`src/bts_pkg.sv`:
```
// shared constants and carrier types for the bit-test-and-skip executor
package bts_pkg;

  // instruction word layout: oooo bbba ffff ffff
  localparam int OPC_MSB   = 15;                 // opcode prefix top bit
  localparam int OPC_LSB   = 12;                 // opcode prefix low bit
  localparam int BIT_MSB   = 11;                 // bit index top bit
  localparam int BIT_LSB   = 9;                  // bit index low bit
  localparam int ACC_POS   = 8;                  // access flag position
  localparam int FILE_MSB  = 7;                  // file address top bit
  localparam int FILE_LSB  = 0;                  // file address low bit

  // opcode prefixes of the two instructions
  localparam logic [3:0] OPC_SKIP_IF_CLEAR = 4'hb; // skip when bit is 0
  localparam logic [3:0] OPC_SKIP_IF_SET   = 4'ha; // skip when bit is 1

  // data space shape
  localparam int BANK_W    = 4;                  // bank select width
  localparam int ADDR_W    = 12;                 // full data address width
  localparam logic [7:0] ACCESS_LOW_LIMIT = 8'h5f;  // last low access-bank offset
  localparam logic [3:0] ACCESS_HIGH_BANK = 4'hf;   // bank holding upper access half
  localparam logic [3:0] ACCESS_LOW_BANK  = 4'h0;   // bank holding lower access half

  // instruction cycle timing: four clocks per cycle
  localparam logic [1:0] PH_DECODE  = 2'h0;      // latch and resolve
  localparam logic [1:0] PH_READ    = 2'h1;      // read strobe to data memory
  localparam logic [1:0] PH_PROCESS = 2'h2;      // read data arrives
  localparam logic [1:0] PH_WRITE   = 2'h3;      // results published

  // reset values
  localparam logic [1:0]        PHASE_RST = 2'h0;
  localparam logic [ADDR_W-1:0] ADDR_RST  = 12'h000;

  // decoded instruction fields
  typedef struct packed {
    logic [3:0] opcode;    // prefix
    logic [2:0] bitSel;    // bit under test
    logic       accessSel; // 0 access bank, 1 banked
    logic [7:0] fileAddr;  // file operand
  } bts_insn_t;

  // read request toward data memory
  typedef struct packed {
    logic              rd;   // one-clock read strobe
    logic [ADDR_W-1:0] addr; // resolved data address
  } bts_mem_req_t;

endpackage : bts_pkg

```
`src/bts_addr_resolve.sv`:
```
// resolves the file operand into a full data address
`timescale 1ns/1ps
`default_nettype none

module bts_addr_resolve (
  input  wire logic                       sys_clk,     // core clock
  input  wire logic                       rst,         // synchronous reset
  input  wire logic                       loadEn,      // capture a new operand
  input  wire logic [7:0]                 fileAddr,    // operand from the word
  input  wire logic                       accessSel,   // access flag
  input  wire logic [bts_pkg::BANK_W-1:0] bankSel,     // bank select register
  input  wire logic                       extEnable,   // extended set active
  input  wire logic [bts_pkg::ADDR_W-1:0] literalBase, // index pointer base
  output logic      [bts_pkg::ADDR_W-1:0] effAddr_reg, // resolved address
  output logic                            indexed_reg  // indexed mode used
);

  // full address from bank and offset
  function automatic logic [bts_pkg::ADDR_W-1:0] joinAddr(input logic [bts_pkg::BANK_W-1:0] bank,
                                                         input logic [7:0] offs);
    joinAddr = {bank, offs};
  endfunction

  logic lowHalf; // operand falls in the low access half
  assign lowHalf = (fileAddr <= bts_pkg::ACCESS_LOW_LIMIT);

  // address is registered so the read strobe sees a stable value
  always_ff @(posedge sys_clk) begin
    if (rst) begin
      effAddr_reg <= bts_pkg::ADDR_RST;
      indexed_reg <= 1'b0;
    end else if (loadEn) begin
      indexed_reg <= 1'b0;
      if (accessSel) begin
        effAddr_reg <= joinAddr(bankSel, fileAddr); // RL6
      end else if (extEnable && lowHalf) begin
        // offset wraps within the data space, as the pointer arithmetic does
        effAddr_reg <= literalBase + {4'h0, fileAddr}; // RL7
        indexed_reg <= 1'b1; // RL7
      end else if (lowHalf) begin
        effAddr_reg <= joinAddr(bts_pkg::ACCESS_LOW_BANK, fileAddr); // RL5
      end else begin
        effAddr_reg <= joinAddr(bts_pkg::ACCESS_HIGH_BANK, fileAddr); // RL5
      end
    end
  end

endmodule // bts_addr_resolve

`default_nettype wire

```
`src/bts_exec.sv`:
```
// decode and execute of the two bit-test-and-skip instructions
`timescale 1ns/1ps
`default_nettype none

// Contract
// RL1 - clear variant skips when tested bit is 0
// RL2 - set variant skips when tested bit is 1
// RL3 - skip discards prefetched word, runs no-operation
// RL4 - one cycle normally, two when skipping
// RL5 - access flag 0 selects access bank
// RL6 - access flag 1 uses bank select register
// RL7 - extended set, offsets up to 5Fh indexed
// RL8 - decode by prefix, fields; flags untouched
module bts_exec (
  input  wire logic                       sys_clk,      // core clock, 100 MHz
  input  wire logic                       rst,          // synchronous, active high
  input  wire logic                       insnValid,    // instruction word offered
  input  wire logic [15:0]                insnWord,     // instruction word
  input  wire logic [bts_pkg::BANK_W-1:0] bankSel,      // bank select register
  input  wire logic                       extEnable,    // extended set enabled
  input  wire logic [bts_pkg::ADDR_W-1:0] literalBase,  // index pointer base
  input  wire logic [7:0]                 memRdData,    // read data, clock after strobe
  output logic                            insnAccept,   // word taken this clock
  output logic                            cycleStart,   // first clock of a cycle
  output bts_pkg::bts_mem_req_t           memReq,       // read request
  output logic                            busy,         // executing or skipping
  output logic                            skipTaken_reg,    // pulse: skip decided
  output logic                            discardFetch_reg, // pulse: drop prefetched word
  output logic                            nopActive_reg,    // level: substituted no-op cycle
  output logic                            insnDone_reg,     // pulse: instruction retired
  output logic                            testedBit_reg,    // value of bit under test
  output logic                            indexedUsed   // indexed addressing used
);

  // execution states, one per instruction cycle
  typedef enum logic [1:0] {
    BTS_IDLE,  // waiting for an instruction at a cycle start
    BTS_EXEC,  // the one execution cycle
    BTS_NOP    // substituted no-operation after a skip
  } bts_state_t;

  bts_state_t          state_reg;    // current state
  bts_state_t          state_next;   // next state
  logic [1:0]          phase_reg;    // quarter of the instruction cycle
  bts_pkg::bts_insn_t  insnIn;       // fields of the offered word
  bts_pkg::bts_insn_t  insn_reg;     // fields of the executing word
  logic                isBitTest;    // offered word is one of ours
  logic                skipNow;      // skip condition at process phase
  logic                skip_reg;     // skip remembered for write phase
  logic [bts_pkg::ADDR_W-1:0] effAddr; // resolved operand address
  logic                memRd_reg;    // read strobe

  // pick the selected bit out of a byte
  function automatic logic pickBit(input logic [7:0] data, input logic [2:0] sel);
    pickBit = data[sel];
  endfunction

  // field split of the offered word
  assign insnIn.opcode    = insnWord[bts_pkg::OPC_MSB:bts_pkg::OPC_LSB];   // RL8
  assign insnIn.bitSel    = insnWord[bts_pkg::BIT_MSB:bts_pkg::BIT_LSB];   // RL8
  assign insnIn.accessSel = insnWord[bts_pkg::ACC_POS];                    // RL8
  assign insnIn.fileAddr  = insnWord[bts_pkg::FILE_MSB:bts_pkg::FILE_LSB]; // RL8

  // only the two prefixes are ours; other words are left to other decoders
  assign isBitTest = (insnIn.opcode == bts_pkg::OPC_SKIP_IF_CLEAR) ||
                     (insnIn.opcode == bts_pkg::OPC_SKIP_IF_SET); // RL8

  // phase divider: one instruction cycle every four clocks
  always_ff @(posedge sys_clk) begin
    if (rst) begin
      phase_reg <= bts_pkg::PHASE_RST;
    end else begin
      phase_reg <= phase_reg + 2'h1;
    end
  end

  assign cycleStart = (phase_reg == bts_pkg::PH_DECODE);

  // taking a word only at a cycle start keeps the four phases aligned
  assign insnAccept = cycleStart && insnValid && isBitTest &&
                      ((state_reg == BTS_IDLE) ||
                       (state_reg == BTS_EXEC && !skip_reg));

  // operand address resolution
  bts_addr_resolve u_resolve (
    .sys_clk     (sys_clk),
    .rst         (rst),
    .loadEn      (insnAccept),
    .fileAddr    (insnIn.fileAddr),
    .accessSel   (insnIn.accessSel),
    .bankSel     (bankSel),
    .extEnable   (extEnable),
    .literalBase (literalBase),
    .effAddr_reg (effAddr),
    .indexed_reg (indexedUsed)
  );

  // hold the executing word
  always_ff @(posedge sys_clk) begin
    if (rst) begin
      insn_reg <= '0;
    end else if (insnAccept) begin
      insn_reg <= insnIn;
    end
  end

  // read strobe in the clock after the word is taken, the read phase;
  // launching it from the accept keeps data in step with the process phase
  always_ff @(posedge sys_clk) begin
    if (rst) begin
      memRd_reg <= 1'b0;
    end else begin
      memRd_reg <= insnAccept;
    end
  end

  assign memReq.rd   = memRd_reg;
  assign memReq.addr = effAddr;

  // skip condition from the byte that was read
  always_comb begin
    skipNow = 1'b0;
    case (insn_reg.opcode)
      bts_pkg::OPC_SKIP_IF_CLEAR: skipNow = !pickBit(memRdData, insn_reg.bitSel); // RL1
      bts_pkg::OPC_SKIP_IF_SET:   skipNow =  pickBit(memRdData, insn_reg.bitSel); // RL2
      default:                    skipNow = 1'b0;
    endcase
  end

  // capture the tested bit and the decision when data is valid
  always_ff @(posedge sys_clk) begin
    if (rst) begin
      skip_reg      <= 1'b0;
      testedBit_reg <= 1'b0;
    end else if (state_reg == BTS_EXEC && phase_reg == bts_pkg::PH_PROCESS) begin
      skip_reg      <= skipNow;
      testedBit_reg <= pickBit(memRdData, insn_reg.bitSel);
    end else if (state_reg != BTS_EXEC) begin
      skip_reg      <= 1'b0;
    end
  end

  // state steps at the last clock of a cycle, or at the cycle start clock when a word is taken
  always_comb begin
    state_next = state_reg;
    case (state_reg)
      BTS_IDLE: begin
        if (insnAccept) begin
          state_next = BTS_EXEC;
        end
      end
      BTS_EXEC: begin
        if (phase_reg == bts_pkg::PH_WRITE) begin
          state_next = skip_reg ? BTS_NOP : BTS_IDLE; // RL4
        end
      end
      BTS_NOP: begin
        if (phase_reg == bts_pkg::PH_WRITE) begin
          state_next = BTS_IDLE; // RL4
        end
      end
      default: state_next = BTS_IDLE;
    endcase
    // a back-to-back word restarts execution at the cycle start
    if (insnAccept) begin
      state_next = BTS_EXEC;
    end
  end

  always_ff @(posedge sys_clk) begin
    if (rst) begin
      state_reg <= BTS_IDLE;
    end else begin
      state_reg <= state_next;
    end
  end

  // result pulses at the end of the execution cycle; no status flag is written
  always_ff @(posedge sys_clk) begin
    if (rst) begin
      skipTaken_reg    <= 1'b0;
      discardFetch_reg <= 1'b0;
    end else begin
      // decided from the fresh read data, since skip_reg is only loaded at this same edge
      skipTaken_reg    <= (state_reg == BTS_EXEC) && (phase_reg == bts_pkg::PH_PROCESS) && skipNow;
      discardFetch_reg <= (state_reg == BTS_EXEC) && (phase_reg == bts_pkg::PH_PROCESS) && skipNow; // RL3
    end
  end

  // no-op level covers the whole second cycle of a skip
  always_ff @(posedge sys_clk) begin
    if (rst) begin
      nopActive_reg <= 1'b0;
    end else begin
      nopActive_reg <= (state_next == BTS_NOP); // RL3
    end
  end

  // retire pulse: end of cycle one without skip, end of cycle two with skip
  always_ff @(posedge sys_clk) begin
    if (rst) begin
      insnDone_reg <= 1'b0;
    end else begin
      insnDone_reg <= (phase_reg == bts_pkg::PH_WRITE) &&
                      ((state_reg == BTS_EXEC && !skip_reg) || state_reg == BTS_NOP); // RL4
    end
  end

  assign busy = (state_reg != BTS_IDLE);

endmodule // bts_exec

`default_nettype wire

```
`config.mk`:
```
export PLATFORM = sky130hd
export DESIGN_NAME = bts_exec
export DESIGN_NICKNAME = d
export VERILOG_FILES = /design/src/bts_pkg.sv /design/src/bts_addr_resolve.sv /design/src/bts_exec.sv
export SDC_FILE = /design/constraint.sdc
export NUM_CORES = 1
export LEC_CHECK = 0
export ABC_CLOCK_PERIOD_IN_PS = 4200
export BUFFER_PORTS_ARGS = -buffer_cell sky130_fd_sc_hd__buf_2
export CORE_MARGIN = 2
export CORE_UTILIZATION = 52
export CTS_CLUSTER_DIAMETER = 120
export DETAILED_ROUTE_END_ITERATION = 16
export HOLD_SLACK_MARGIN = 0.08
export PLACE_DENSITY = 0.9
export SLEW_MARGIN = 20
export SYNTH_ARGS = -nofsm -noshare
export SYNTH_HDL_FRONTEND = slang
export SYNTH_SLANG_ARGS = --single-unit
```
`constraint.sdc`:
```
create_clock -name sys_clk -period 4.2 [get_ports sys_clk]
set_input_delay 1.26 -clock sys_clk [delete_from_list [all_inputs] [get_ports sys_clk]]
set_output_delay 1.26 -clock sys_clk [all_outputs]
set_load 0.01 [all_outputs]
```
==> impl_metrics.yaml <==
layout:
  layout.nets: 318
  seqCellArea_um2: 600.6
  final_cell_mix: "buf_2, dfxtp_1, nor2_1"
  nFillCells: 266
  antennaDiodeCount: 0
  stdcell_count: 307
  layout_commonest_cell: "buf_2"
  multiInputGateArea_um2: 997.2
  drive_gt1_share_pct: 29.66
  largest_reg_flops: 12
  syn2layout_area_growth_pct: 24.57
critical_path:
  r2r_end: "u_resolve.effAddr_reg[11]"
  critical-path-top-delay-family: "simple AND/OR/NAND/NOR gates"
  cp.required_ns: 2.94
  path_depth: 5
  cp.arrival_ns: 2.11
  slowest_stage: "nor4bb_1"
  start_kind: "primary input"
  cp_num_buf_inv: 3
  crit_path_end: "insnAccept"
  rr_worst_depth: 9
  r2r_start: "phase_reg[0]"
  endpoint_kind: "output port"
  ff2ff_setup_slack_ns: 2.12
  max_stage_delay_ns: 0.28
  startpoint: "insnWord[14]"
  critPathMaxFanout: 2
  cp_cell_sequence: "buf_2 -> nor4bb_1 -> nand4_1 -> inv_2 -> buf_2"
  cp_common_cell: "buf_2"
  crit_type: "primary input to output port"
global_routing:
  grt_overflow: 0
  grt.total_usage_pct: 21.49
  grt_pass1_vias: 1430
  grt_pass1_wl_um: 5789
  antenna_found_initial: 0
  grt_max_degree: 32
synthesis:
  synthesis.nets: 253
  synth_area_leaders: "dfxtp_1, ha_1, a21oi_1"
  synth_edf_count: 0
  async_reset_ff_share_pct: 0
  synthAdderAreaFrac_pct: 9.410
  syn_avg_cell_area_um2: 8.504
  synth_xor_area_share_pct: 5.228
  ys_warn_count: 0
  syn_inst: 197
  yosys_register_bits: 30
  synth_compound_area_share_pct: 21.06
  synth_top_family_by_area: "compound AO/OA/AOI/OAI gates"
  synth_mux_area_share_pct: 5.153
  synth_top_cell_area_share_pct: 35.85
  synth_top_cell_by_area: "dfxtp_1"
  syn_area_um2: 1675
  ys_seq_area_share_pct: 35.85
  synth-main-ff-cell: "dfxtp_1"
  synthSimpleGateAreaFrac_pct: 18.67
  ys_types: 40
floorplanning:
  num_io_pins: 66
  die_area_um2: 3692
  initial_core_util_pct: 54.88
  die_w_um: 60.76
  core_um2: 3053
  die_h_um: 60.76
  placementRows: 20
placed_design:
  hpwl_um: 2819
  routabilityCongestion: 0.7190
  numPortBuffers: 65
  dp.cells: 299
sta:
  drv_slew: 0
  max_slew.worst_pin.slew_ns: 0.6237
  period_share_pct: 80.14
  fmax_mhz: 297.1
  rsz0062_at_grt: "false"
  whs_ns: 0.4513
  finalHoldViolCount: 0
  finalSetupViolCount: 0
  fin_skew_ns: 0.003514
  finalSetupTns_ns: 0
  period_minus_slack_ns: 3.366
  slew-limit-headroom_pct: 58.30
clock_tree:
  clkTransAtPathRegs_ns: 0.09
  clk_latency_ns: 0.32
  cts_sinks: 30
  cts_tree: "done"
  ctsResizeCount: 0
  cts_max_path_buffers: 2
  htreeDepth: 2
  postCtsHoldBufs: 0
  cts_buffers: 5
  cts_setup_buffers: 0
  clockRootBuffer: "clkbuf_4"
routing:
  drt_iter0_drc: 50
  route.met3.wl_um: 129
  met2WireLength_um: 1861
  wl_met1_um: 1520
  via_per_inst: 5.296
  vias: 1626
  drtAntennaViolNets: 0
  first_pass_iters: 4
  drc: 0
  drt_wl_total_um: 3584
  routedWlPerCell_um: 11.67
  top_layer: "met4"
worst_hold_path:
  min_path_type: "flop to flop"
pwr:
  total_power_w: 0.0005863
  peakVddDrop_v: 0.0001201
  cellLeakagePower_nw: 0.9914
  powerDensity_nw_per_um2: 280.9
outcome:
  status: "finished, final reports clean"
run:
  cap_violations: 0
routing by layer:
| layer | vias to the layer above | GRT usage, % |
|---|---|---|
| li1 | 837 | - |
| met1 | 738 | 23.20 |
| met2 | 43 | 39.63 |
| met3 | 8 | 3.838 |
| met4 | 0 | 11.18 |
| met5 | - | 0 |
metrics by stage:
step	setup WS, ns	cell area, µm²	utilization, %
3_3_place_gp	0.8661	2027	66.39
4_1_cts	0.8153	2087	68.36
6_report	0.8342	2087	68.36
3_5_place_dp	0.8185	2027	66.39
2_1_floorplan	0.8526	1675	-
5_1_grt	0.7318	2087	68.36
synthesized netlist by cell type (3+ instances only):
| cell | count |
|---|---|
| a211oi_1 | 5 |
| a21oi_1 | 22 |
| clkbuf_1 | 5 |
| dfxtp_1 | 30 |
| ha_1 | 11 |
| inv_1 | 8 |
| nand2_1 | 14 |
| nand2b_1 | 3 |
| nand3_1 | 3 |
| nor2_1 | 26 |
| nor2b_1 | 4 |
| nor3_1 | 5 |
| o21ai_0 | 7 |
| o21bai_1 | 7 |
| o22ai_1 | 5 |
| xnor2_1 | 7 |
| xor2_1 | 3 |
cells by family (layout without fill, tap and decap cells):
kind of cell    Yosys count  after routing
simple gates             65             65
compound gates           57             57
flops                    30             30
buf+inv                  18             84
fa+ha+maj                12             12
xor+xnor                 10             10
mux                       5              5
power breakdown:
group | internal, W | switching (W) | total (W)
Clock | 0.0000810 | 0.0000957 | 0.000177
Combinational | 0.0000546 | 0.0000597 | 0.000114
Sequential | 0.000291 | 0.00000433 | 0.000295
final cells by class:
class | count | share of cell area, %
Tap cell | 44 | 2.638
Timing Repair Buffer | 67 | 16.31
Inverter | 9 | 1.619
Sequential cell | 30 | 28.78
Clock inverter | 1 | 0.2398
Clock buffer | 7 | 2.638
Multi-Input combinational cell | 149 | 47.78
worst min path at each step:
stage | slack [ns] | from | endpoint | cells after the start
2_1_floorplan | 0.42 | phase_reg[0] | phase_reg[0] | 1
6_report | 0.45 | phase_reg[0] | phase_reg[0] | 1
3_5_place_dp | 0.44 | phase_reg[0] | phase_reg[0] | 1
4_1_cts | 0.45 | phase_reg[0] | phase_reg[0] | 1
5_1_grt | 0.49 | phase_reg[0] | phase_reg[0] | 1
3_3_place_gp | 0.43 | phase_reg[0] | phase_reg[0] | 1
(Power assumes the default switching activity.)
